--- src/logic/sca_defines.svh ---
`ifndef SCA_DEFINES_SVH
`define SCA_DEFINES_SVH

// Bus geometry.
`define SCA_AW 12
`define SCA_DW 32
`define SCA_PW 16

// Register byte offsets.
`define SCA_OFF_MODE 12'h000
`define SCA_OFF_ALARM 12'h004
`define SCA_OFF_COUNT 12'h008
`define SCA_OFF_FLAGS 12'h00c

// Mode register fields.
`define SCA_MODE_PRESCALE_MSB 15
`define SCA_MODE_ALARM_IEN 16
`define SCA_MODE_TICK_IEN 17
`define SCA_MODE_RESTART 18

// Status register fields.
`define SCA_FLAG_ALARM 0
`define SCA_FLAG_TICK 1

// Reset values.
`define SCA_RST_PRESCALE 16'h8000
`define SCA_RST_ALARM 32'hffffffff
`define SCA_RST_COUNT 32'h00000000

// Divider period used when the prescale field is zero.
`define SCA_PERIOD_MAX 17'h10000

// Slow clock rising edges between a request and its effect.
`define SCA_SYNC_DELAY 2'h2

`endif

--- src/logic/sca_pkg.sv ---
`include "sca_defines.svh"

package sca_pkg;

   typedef struct packed {
      logic psel;
      logic penable;
      logic pwrite;
      logic [`SCA_AW-1:0] paddr;
      logic [`SCA_DW-1:0] pwdata;
   } sca_apb_req_t;

   typedef struct packed {
      logic [`SCA_PW-1:0] prescale;
      logic alarm_ien;
      logic tick_ien;
      logic [`SCA_DW-1:0] alarm;
      logic [`SCA_DW-1:0] count;
      logic [`SCA_PW-1:0] div;
      logic alarm_flag;
      logic tick_flag;
      logic sclk_q;
      logic [1:0] rst_cnt;
      logic [1:0] clr_cnt;
      logic [`SCA_DW-1:0] prdata;
   } sca_state_t;

endpackage : sca_pkg

--- src/logic/sca_timer.sv ---
// The APB register port was left to the implementer.
`timescale 1ns/1ps
`include "sca_defines.svh"

module sca_timer
(
   input wire logic pclk,
   input wire logic presetn,
   input wire sca_pkg::sca_apb_req_t apb,
   input wire logic slow_clock,
   output logic [`SCA_DW-1:0] prdata,
   output logic pready,
   output logic pslverr,
   output logic irq
);
   import sca_pkg::*;

   sca_state_t st;
   sca_state_t next_st;
   logic slow_rise;
   logic setup;
   logic access;
   logic mapped;
   logic div_wrap;
   logic alarm_hit;
   logic [`SCA_PW:0] period;

   always_comb
   begin
      next_st = st;
      slow_rise = slow_clock && !st.sclk_q;
      next_st.sclk_q = slow_clock;
      setup = apb.psel && !apb.penable;
      access = apb.psel && apb.penable;
      mapped = 1'b0;
      if (apb.paddr == `SCA_OFF_MODE)
      begin
         mapped = 1'b1;
      end
      else if (apb.paddr == `SCA_OFF_ALARM)
      begin
         mapped = 1'b1;
      end
      else if (apb.paddr == `SCA_OFF_COUNT)
      begin
         mapped = 1'b1;
      end
      else if (apb.paddr == `SCA_OFF_FLAGS)
      begin
         mapped = 1'b1;
      end
      // A zero field selects the longest period.
      period = (st.prescale == '0) ? `SCA_PERIOD_MAX : {1'b0, st.prescale};
      div_wrap = slow_rise && (({1'b0, st.div} + 17'h00001) == period);
      // Widened compare keeps an all-ones alarm from ever matching.
      alarm_hit = ({1'b0, st.count} == ({1'b0, st.alarm} + 33'h000000001));

      if (slow_rise)
      begin
         if (div_wrap)
         begin
            next_st.div = '0;
            next_st.count = st.count + 32'h00000001;
         end
         else
         begin
            next_st.div = st.div + 16'h0001;
         end
      end

      // Restart and flag clear wait for two slow clock edges.
      if (slow_rise && st.rst_cnt != 2'h0)
      begin
         next_st.rst_cnt = st.rst_cnt - 2'h1;
         if (st.rst_cnt == 2'h1)
         begin
            next_st.div = '0;
            next_st.count = `SCA_RST_COUNT;
         end
      end
      if (slow_rise && st.clr_cnt != 2'h0)
      begin
         next_st.clr_cnt = st.clr_cnt - 2'h1;
         if (st.clr_cnt == 2'h1)
         begin
            next_st.alarm_flag = 1'b0;
            next_st.tick_flag = 1'b0;
         end
      end

      // Setting comes after clearing so a coincident event is kept.
      if (div_wrap)
      begin
         next_st.tick_flag = 1'b1;
      end
      if (alarm_hit)
      begin
         next_st.alarm_flag = 1'b1;
      end

      // Read data is captured in the setup cycle and held for the access.
      if (setup && !apb.pwrite)
      begin
         if (apb.paddr == `SCA_OFF_MODE)
         begin
            next_st.prdata = '0;
            next_st.prdata[`SCA_MODE_PRESCALE_MSB:0] = st.prescale;
            next_st.prdata[`SCA_MODE_ALARM_IEN] = st.alarm_ien;
            next_st.prdata[`SCA_MODE_TICK_IEN] = st.tick_ien;
         end
         else if (apb.paddr == `SCA_OFF_ALARM)
         begin
            next_st.prdata = st.alarm;
         end
         else if (apb.paddr == `SCA_OFF_COUNT)
         begin
            next_st.prdata = st.count;
         end
         else if (apb.paddr == `SCA_OFF_FLAGS)
         begin
            next_st.prdata = '0;
            next_st.prdata[`SCA_FLAG_ALARM] = st.alarm_flag;
            next_st.prdata[`SCA_FLAG_TICK] = st.tick_flag;
         end
         else
         begin
            next_st.prdata = '0;
         end
      end

      if (access && apb.pwrite)
      begin
         if (apb.paddr == `SCA_OFF_MODE)
         begin
            next_st.prescale = apb.pwdata[`SCA_MODE_PRESCALE_MSB:0];
            next_st.alarm_ien = apb.pwdata[`SCA_MODE_ALARM_IEN];
            next_st.tick_ien = apb.pwdata[`SCA_MODE_TICK_IEN];
            if (apb.pwdata[`SCA_MODE_RESTART])
            begin
               next_st.rst_cnt = `SCA_SYNC_DELAY;
            end
         end
         else if (apb.paddr == `SCA_OFF_ALARM)
         begin
            next_st.alarm = apb.pwdata;
         end
      end
      if (access && !apb.pwrite && apb.paddr == `SCA_OFF_FLAGS)
      begin
         next_st.clr_cnt = `SCA_SYNC_DELAY;
      end
   end

   always_ff @(posedge pclk or negedge presetn)
   begin
      if (!presetn)
      begin
         st.prescale <= `SCA_RST_PRESCALE;
         st.alarm_ien <= 1'b0;
         st.tick_ien <= 1'b0;
         st.alarm <= `SCA_RST_ALARM;
         st.count <= `SCA_RST_COUNT;
         st.div <= '0;
         st.alarm_flag <= 1'b0;
         st.tick_flag <= 1'b0;
         st.sclk_q <= 1'b0;
         st.rst_cnt <= 2'h0;
         st.clr_cnt <= 2'h0;
         st.prdata <= '0;
      end
      else
      begin
         st <= next_st;
      end
   end

   assign prdata = st.prdata;
   assign pready = 1'b1;
   assign pslverr = access && !mapped;
   assign irq = (st.alarm_flag && st.alarm_ien) || (st.tick_flag && st.tick_ien);
endmodule : sca_timer

--- config.mk ---
export PLATFORM = sky130hd
export DESIGN_NAME = sca_timer
export DESIGN_NICKNAME = d
export VERILOG_FILES = /design/src/logic/sca_pkg.sv /design/src/logic/sca_timer.sv
export VERILOG_INCLUDE_DIRS = /design/src /design/src/logic
export SDC_FILE = /design/constraint.sdc
export NUM_CORES = 1
export LEC_CHECK = 0
export ABC_AREA = 1
export BUFFER_PORTS_ARGS = -buffer_cell sky130_fd_sc_hd__buf_4
export CAP_MARGIN = 20
export CORE_UTILIZATION = 30
export CTS_CLUSTER_DIAMETER = 80
export DETAILED_ROUTE_END_ITERATION = 16
export PLACE_DENSITY = 0.55
export SYNTH_ARGS = -nofsm -noshare
export SYNTH_HDL_FRONTEND = slang
export SYNTH_SLANG_ARGS = --single-unit
--- constraint.sdc ---
create_clock -name pclk -period 2.15 [get_ports pclk]
set_clock_uncertainty 0.15 [all_clocks]
set_input_delay 0.43 -clock pclk [delete_from_list [all_inputs] [get_ports pclk]]
set_output_delay 0.43 -clock pclk [all_outputs]
set_load 0.01 [all_outputs]
* After elaboration in Yosys (flattened, before gate mapping)
Cells that the tools add are included.
Widths: inputs -> output; s select.
** Cells by class
- $add $sub $neg :: 6
- Equality and inequality tests :: 7
- Mux-type cells :: 24
- Bitwise operators :: 1
- Reductions and logical operators :: 31
** Operators by type and width (count)
- $mux 48 :: 3
- $mux 32 :: 4
- $add 32x1->33 const B :: 1
- $eq 32x33->1 :: 1
- $add 32x1->32 const B :: 1
- $eq 12x4->1 const B :: 2
- $mux 2 :: 9
- $add 16x1->17 const B :: 1
- $eq 17x17->1 :: 1
- $mux 17 :: 1
- $add 16x1->16 const B :: 1
- $logic_not 16->1 :: 1
- $mux 16 :: 1
- $reduce_bool 2->1 :: 7
- $logic_and 1x1->1 :: 13
- $eq 12x3->1 const B :: 1
- $logic_not 12->1 :: 1
- $mux 1 :: 6
- $reduce_and 2->1 :: 3
- $eq 2x1->1 const B :: 2
- $logic_not 1->1 :: 4
- $sub 2x1->2 const B :: 2
- $reduce_and 3->1 :: 1
- $logic_or 1x1->1 :: 1
- $not 1->1 :: 1
** Word-level totals
- Bits in registers :: 137
- Input bits :: 50
- Output and inout bits :: 35
- Word-level logic and storage cells :: 81

* Logic depth before layout (Yosys ltp)
- Depth after elaboration :: 8
- Mapped depth :: 17
- Mapped depth without buffers :: 16

* Worst setup path before layout
No wires, ideal clock.
- Path type :: flip-flop to flip-flop
- Start :: reg st[87] in the netlist's numbering
- End :: reg st[38] in the netlist's numbering
- Setup time :: 0.065 ns
- Arrival time :: 2.066 ns
- Data required time :: 1.935 ns
- Setup slack :: -0.131 ns
- Cell stages (with the launch flop) :: 16
- Buffers on the path :: 0
- Clock period less this slack :: 2.281 ns
- Cell sequence :: dfstp_2 -> ha_1 -> nand2_1 -> nor2_1 -> nand2_1 -> nor2_1 -> inv_1 -> nor2_1 -> nand3_1 -> nand2_1 -> nand3_1 -> nor2_1 -> nand2_1 -> nor2_1 -> nand3_1 -> nand2_1
** On the way
- Word-level cells in the longest chain between the ends :: 4
- Elaborated cells on any way between the ends :: 6
- Classes of those cells :: 1 x add/sub; 1 x eq/ne; 1 x mux; 3 x reduce/logical
** Ends and longest elaborated chain
- from (decl) :: line sca_timer.sv:18 : sca_state_t st;
- from (signal assigned) :: line sca_timer.sv:173 : st <= next_st;
- $add 32x1->33 (*) :: line sca_timer.sv:56 : alarm_hit = ({1'b0, st.count} == ({1'b0, st.alarm} + 33'h000000001));
- $eq 32x33->1 (*) :: line sca_timer.sv:56
- $reduce_bool 2->1 (no line)
- $reduce_and 2->1 (no line)
Every way passes the cells marked *; elsewhere a longest branch is shown, timed or not.
A chain may end at the register's enable or synchronous reset.

==> impl_metrics.xml <==
<?xml version="1.0" encoding="UTF-8"?>
<metrics>
  <group name="setup_path">
    <metric name="cp_data_required_time" unit="ps">2320</metric>
    <metric name="crit_path_max_fanout" unit="">7</metric>
    <metric name="critPathMaxStageDelay" unit="ps">420</metric>
    <metric name="worst_path_most_repeated_cell" unit="">nand2_1</metric>
    <metric name="cell_chain_of_the_critical_path" unit="">ha_4 &gt; nand3_4 &gt; nor2_2 &gt; nand2_1 &gt; nand3_1 &gt; nand2_1 &gt; nor2_1 &gt; nand2_1 &gt; nor2_1 &gt; nand2_1 &gt; nor2_4 &gt; buf_4 &gt; nand2_4 &gt; buf_4 &gt; o21ai_1 &gt; nor2_1</metric>
    <metric name="cpMaxStageDelayCell" unit="">dfrtp_2</metric>
    <metric name="critical_path.endpoint_type" unit="">flip-flop</metric>
    <metric name="startpoint_type" unit="">flip-flop</metric>
    <metric name="cpLargestDelayFamily" unit="">simple AND/OR/NAND/NOR gates</metric>
    <metric name="worst-setup-path-type" unit="">reg2reg</metric>
    <metric name="critical_path_buf_inv_count" unit="">2</metric>
    <metric name="arrival" unit="ps">2730</metric>
  </group>
  <group name="synthesis">
    <metric name="netlist.area_leader.share" unit="">0.2905</metric>
    <metric name="cells_after_synthesis" unit="">1295</metric>
    <metric name="ys.warnings.count" unit="">0</metric>
    <metric name="seq_total_area_yosys" unit="">0.3873</metric>
    <metric name="post_synth_instance_area" unit="mm^2">0.008959</metric>
    <metric name="ys_top_cells_by_area" unit="">dfrtp_1, nand2_1, dfstp_2, inv_1, nand3_1</metric>
    <metric name="synth.lib_cells_used.distinct" unit="">39</metric>
    <metric name="post_synth.cell_area_avg" unit="um^2">6.918</metric>
    <metric name="yosys.area.top_type" unit="">dfrtp_1</metric>
    <metric name="flop_and_latch_count_out_of_synthesis" unit="">137</metric>
    <metric name="syn_nets" unit="">1352</metric>
  </group>
  <group name="place">
    <metric name="finalWeightedCongestion" unit="">0.9057</metric>
    <metric name="dp_slack" unit="ps">-505.5</metric>
    <metric name="place.detailed.instances" unit="">1887</metric>
    <metric name="detailed_place_hpwl" unit="um">22690</metric>
    <metric name="portBuffers" unit="">83</metric>
    <metric name="placed_area" unit="mm^2">0.01125</metric>
  </group>
  <group name="cts">
    <metric name="clock-root-buffer" unit="">clkbuf_16</metric>
    <metric name="worstSkewPairLatency" unit="ps">430</metric>
    <metric name="cts_tree" unit="">done</metric>
    <metric name="cts.htree.levels" unit="">4</metric>
    <metric name="clk_transition_reported_paths" unit="ps">70</metric>
    <metric name="cts-root-to-sink-buffers" unit="">2</metric>
    <metric name="cts_sinks" unit="">137</metric>
    <metric name="tritoncts.num_buffers" unit="">17</metric>
  </group>
  <group name="final_layout">
    <metric name="area_delta_synth_final" unit="%">38.30</metric>
    <metric name="antenna-diode-count" unit="">0</metric>
    <metric name="layout_cell_share_with_drive_strength_beyond_1" unit="">0.2920</metric>
    <metric name="layout_common_cells" unit="">nand2_1, buf_4, inv_1, nor2_1, o21ai_0</metric>
    <metric name="final-instance-count-excl-fill" unit="">1939</metric>
    <metric name="layout_commonest_cell" unit="">nand2_1</metric>
    <metric name="num-nets-final" unit="">1599</metric>
    <metric name="layout.cell_area.non_filler" unit="mm^2">0.01239</metric>
  </group>
  <group name="floorplan">
    <metric name="chipHeight" unit="um">174.8</metric>
    <metric name="placementRows" unit="">62</metric>
    <metric name="core_area" unit="mm^2">0.02901</metric>
    <metric name="die-area" unit="mm^2">0.03056</metric>
    <metric name="die_width" unit="um">174.8</metric>
    <metric name="floorplan.initialDensity" unit="">0.3088</metric>
    <metric name="num_io_pins" unit="">85</metric>
  </group>
  <group name="routing">
    <metric name="remaining_drc_errors" unit="">0</metric>
    <metric name="first_pass_iters" unit="">5</metric>
    <metric name="number_of_antenna_violating_nets_in_the_routed_design" unit="">0</metric>
    <metric name="wl_per_cell" unit="um">15.35</metric>
    <metric name="first_iter_violations" unit="">554</metric>
    <metric name="via_count" unit="">9263</metric>
    <metric name="finalWirelength" unit="um">29760</metric>
    <metric name="routed_via_density" unit="">4.777</metric>
  </group>
  <group name="timing">
    <metric name="timing_worst_slew_pin_value" unit="ps">514.1</metric>
    <metric name="timing.final.ws_setup" unit="ps">-411.5</metric>
    <metric name="report.final.setup_viol" unit="">50</metric>
    <metric name="fmaxAchievable" unit="MHz">390.4</metric>
    <metric name="setup_tns" unit="ps">-16440</metric>
    <metric name="rsz0062_at_grt" unit="">true</metric>
    <metric name="holdWs" unit="ps">78.87</metric>
    <metric name="period_minus_slack" unit="ps">2561</metric>
    <metric name="final_hold_viol_count" unit="">0</metric>
    <metric name="maxSlewHeadroom" unit="">0.6572</metric>
    <metric name="timing.final.crit_share" unit="">1.191</metric>
    <metric name="final_max_slew_viol_count" unit="">0</metric>
  </group>
  <group name="global_routing">
    <metric name="grt_overflow_total" unit="">0</metric>
    <metric name="grt_first_pass_wirelength" unit="um">47510</metric>
    <metric name="globalRouteTotalUtil" unit="">0.1999</metric>
    <metric name="grt_antenna_before_repair" unit="">0</metric>
    <metric name="grt_pass1_vias" unit="">8995</metric>
    <metric name="grtUsageMet3" unit="">0.02437</metric>
    <metric name="grt_start_max_net_pins" unit="">59</metric>
    <metric name="grt.met2_usage" unit="">0.3242</metric>
    <metric name="global_route.peak_usage_layer" unit="">met2</metric>
    <metric name="met1_usage" unit="">0.2793</metric>
  </group>
  <group name="power">
    <metric name="netSwitchingFraction" unit="">0.3014</metric>
    <metric name="seqPwrFrac" unit="">0.370</metric>
    <metric name="cellInternalPower" unit="mW">5.631</metric>
    <metric name="p_leak" unit="nW">5.994</metric>
    <metric name="relative_contribution_of_the_clock_network_to_total_power" unit="">0.406</metric>
    <metric name="power.density" unit="mW/mm^2">650.6</metric>
    <metric name="total_switching_power" unit="mW">2.430</metric>
    <metric name="irDropWorstVdd" unit="uV">545.1</metric>
    <metric name="combinationalPowerShare" unit="">0.224</metric>
  </group>
  <group name="status">
    <metric name="run_status" unit="">finished with violations</metric>
    <metric name="violations" unit="">negative setup slack</metric>
  </group>
  <group name="run">
    <metric name="cap_viol_max_count" unit="">0</metric>
  </group>
  <group name="hold_path">
    <metric name="worst_hold_path_type" unit="">in2reg</metric>
  </group>
</metrics>
layer usage:
metal | up-vias | share of wire
met4 | 0 | 0.015
met3 | 37 | 0.045
met1 | 4353 | 0.48
met5 | - | 0
met2 | 259 | 0.46
li1 | 4614 | -
final cells by class:
type / count / area (um^2)
Sequential cell: 137 / 3472
Inverter: 179 / 671.9
Fill cell: 3021 / 16620
Clock buffer: 20 / 466.7
Multi-Input combinational cell: 905 / 4698
Timing Repair Buffer: 302 / 2414
Clock inverter: 12 / 186.4
Tap cell: 384 / 480.5
sequential cells by signal, indices dropped and copies added, names as in the netlist:
name and count:
st 105, prdata 32
what timing repair did:
| item | CTS | global route |
|---|---|---|
| hold buffers | 2 | 0 |
| setup buffers | 8 | 8 |
| pin swaps | 9 | 34 |
| gates cloned | 1 | 1 |
| hold endpoints to repair | 26 | 0 |
| setup endpoints to repair | 51 | 51 |
| gates resized for setup | 29 | 51 |
synthesized netlist by cell type, drive strengths merged:
cell type,count
nand2,345
inv,177
nor2,136
o21ai,117
nand3,113
dfrtp,104
buf,40
nand4,36
clkbuf,34
dfstp,33
a21oi,30
xor2,25
nor3,21
o22ai,17
mux2,14
xnor2,11
or2,10
ha,7
nand3b,7
nor4,3
o211ai,3
a22o,2
clkinv,2
o221ai,2
a21boi,1
a21o,1
a22oi,1
and3,1
conb,1
xnor3,1
worst paths after layout:
check | slack [ps] | start | cells past startpoint | end
hold reg to reg | 340 | prdata[11] | 2 | prdata[11]
max in group asynchronous | 830 | presetn | 3 | st[101]
hold / removal | 80 | apb[21] | 2 | st[108]
setup / recovery | -410 | st[39] | 16 | st[78]
min in group asynchronous | 350 | presetn | 2 | st[32]
setup reg to reg | -410 | st[39] | 16 | st[78]
power groups by stage:
stage | combinational (mW) | clock [mW] | sequential (mW)
final | 1.80 | 3.27 | 2.98
after global routing | 2.02 | 3.44 | 3.00
after CTS | 1.79 | 3.33 | 2.97
after detailed placement | 1.70 | 0 | 3.01
after global placement | 1.69 | 0 | 3.00
after floorplan | 0.957 | 0 | 2.98
stage by stage:
step,power [mW],utilization
finish,8.061,0.4270
detailed placement,4.707,0.3879
floorplan,3.940,-
CTS,8.089,0.4175
global placement,4.696,0.3879
global route,8.461,0.4270
cells by family after synthesis:
| family | synth area share |
|---|---|
| buffers and inverters | 0.1219 |
| AO/OA/AOI/OAI | 0.1029 |
| multiplexers | 0.01760 |
| other | 0.0004186 |
| flip-flops | 0.3873 |
| AND/OR/NAND/NOR | 0.3223 |
| adder cells (fa/ha/maj) | 0.009776 |
| XOR/XNOR | 0.03771 |
Note: power is estimated with default switching activity, not from simulation.
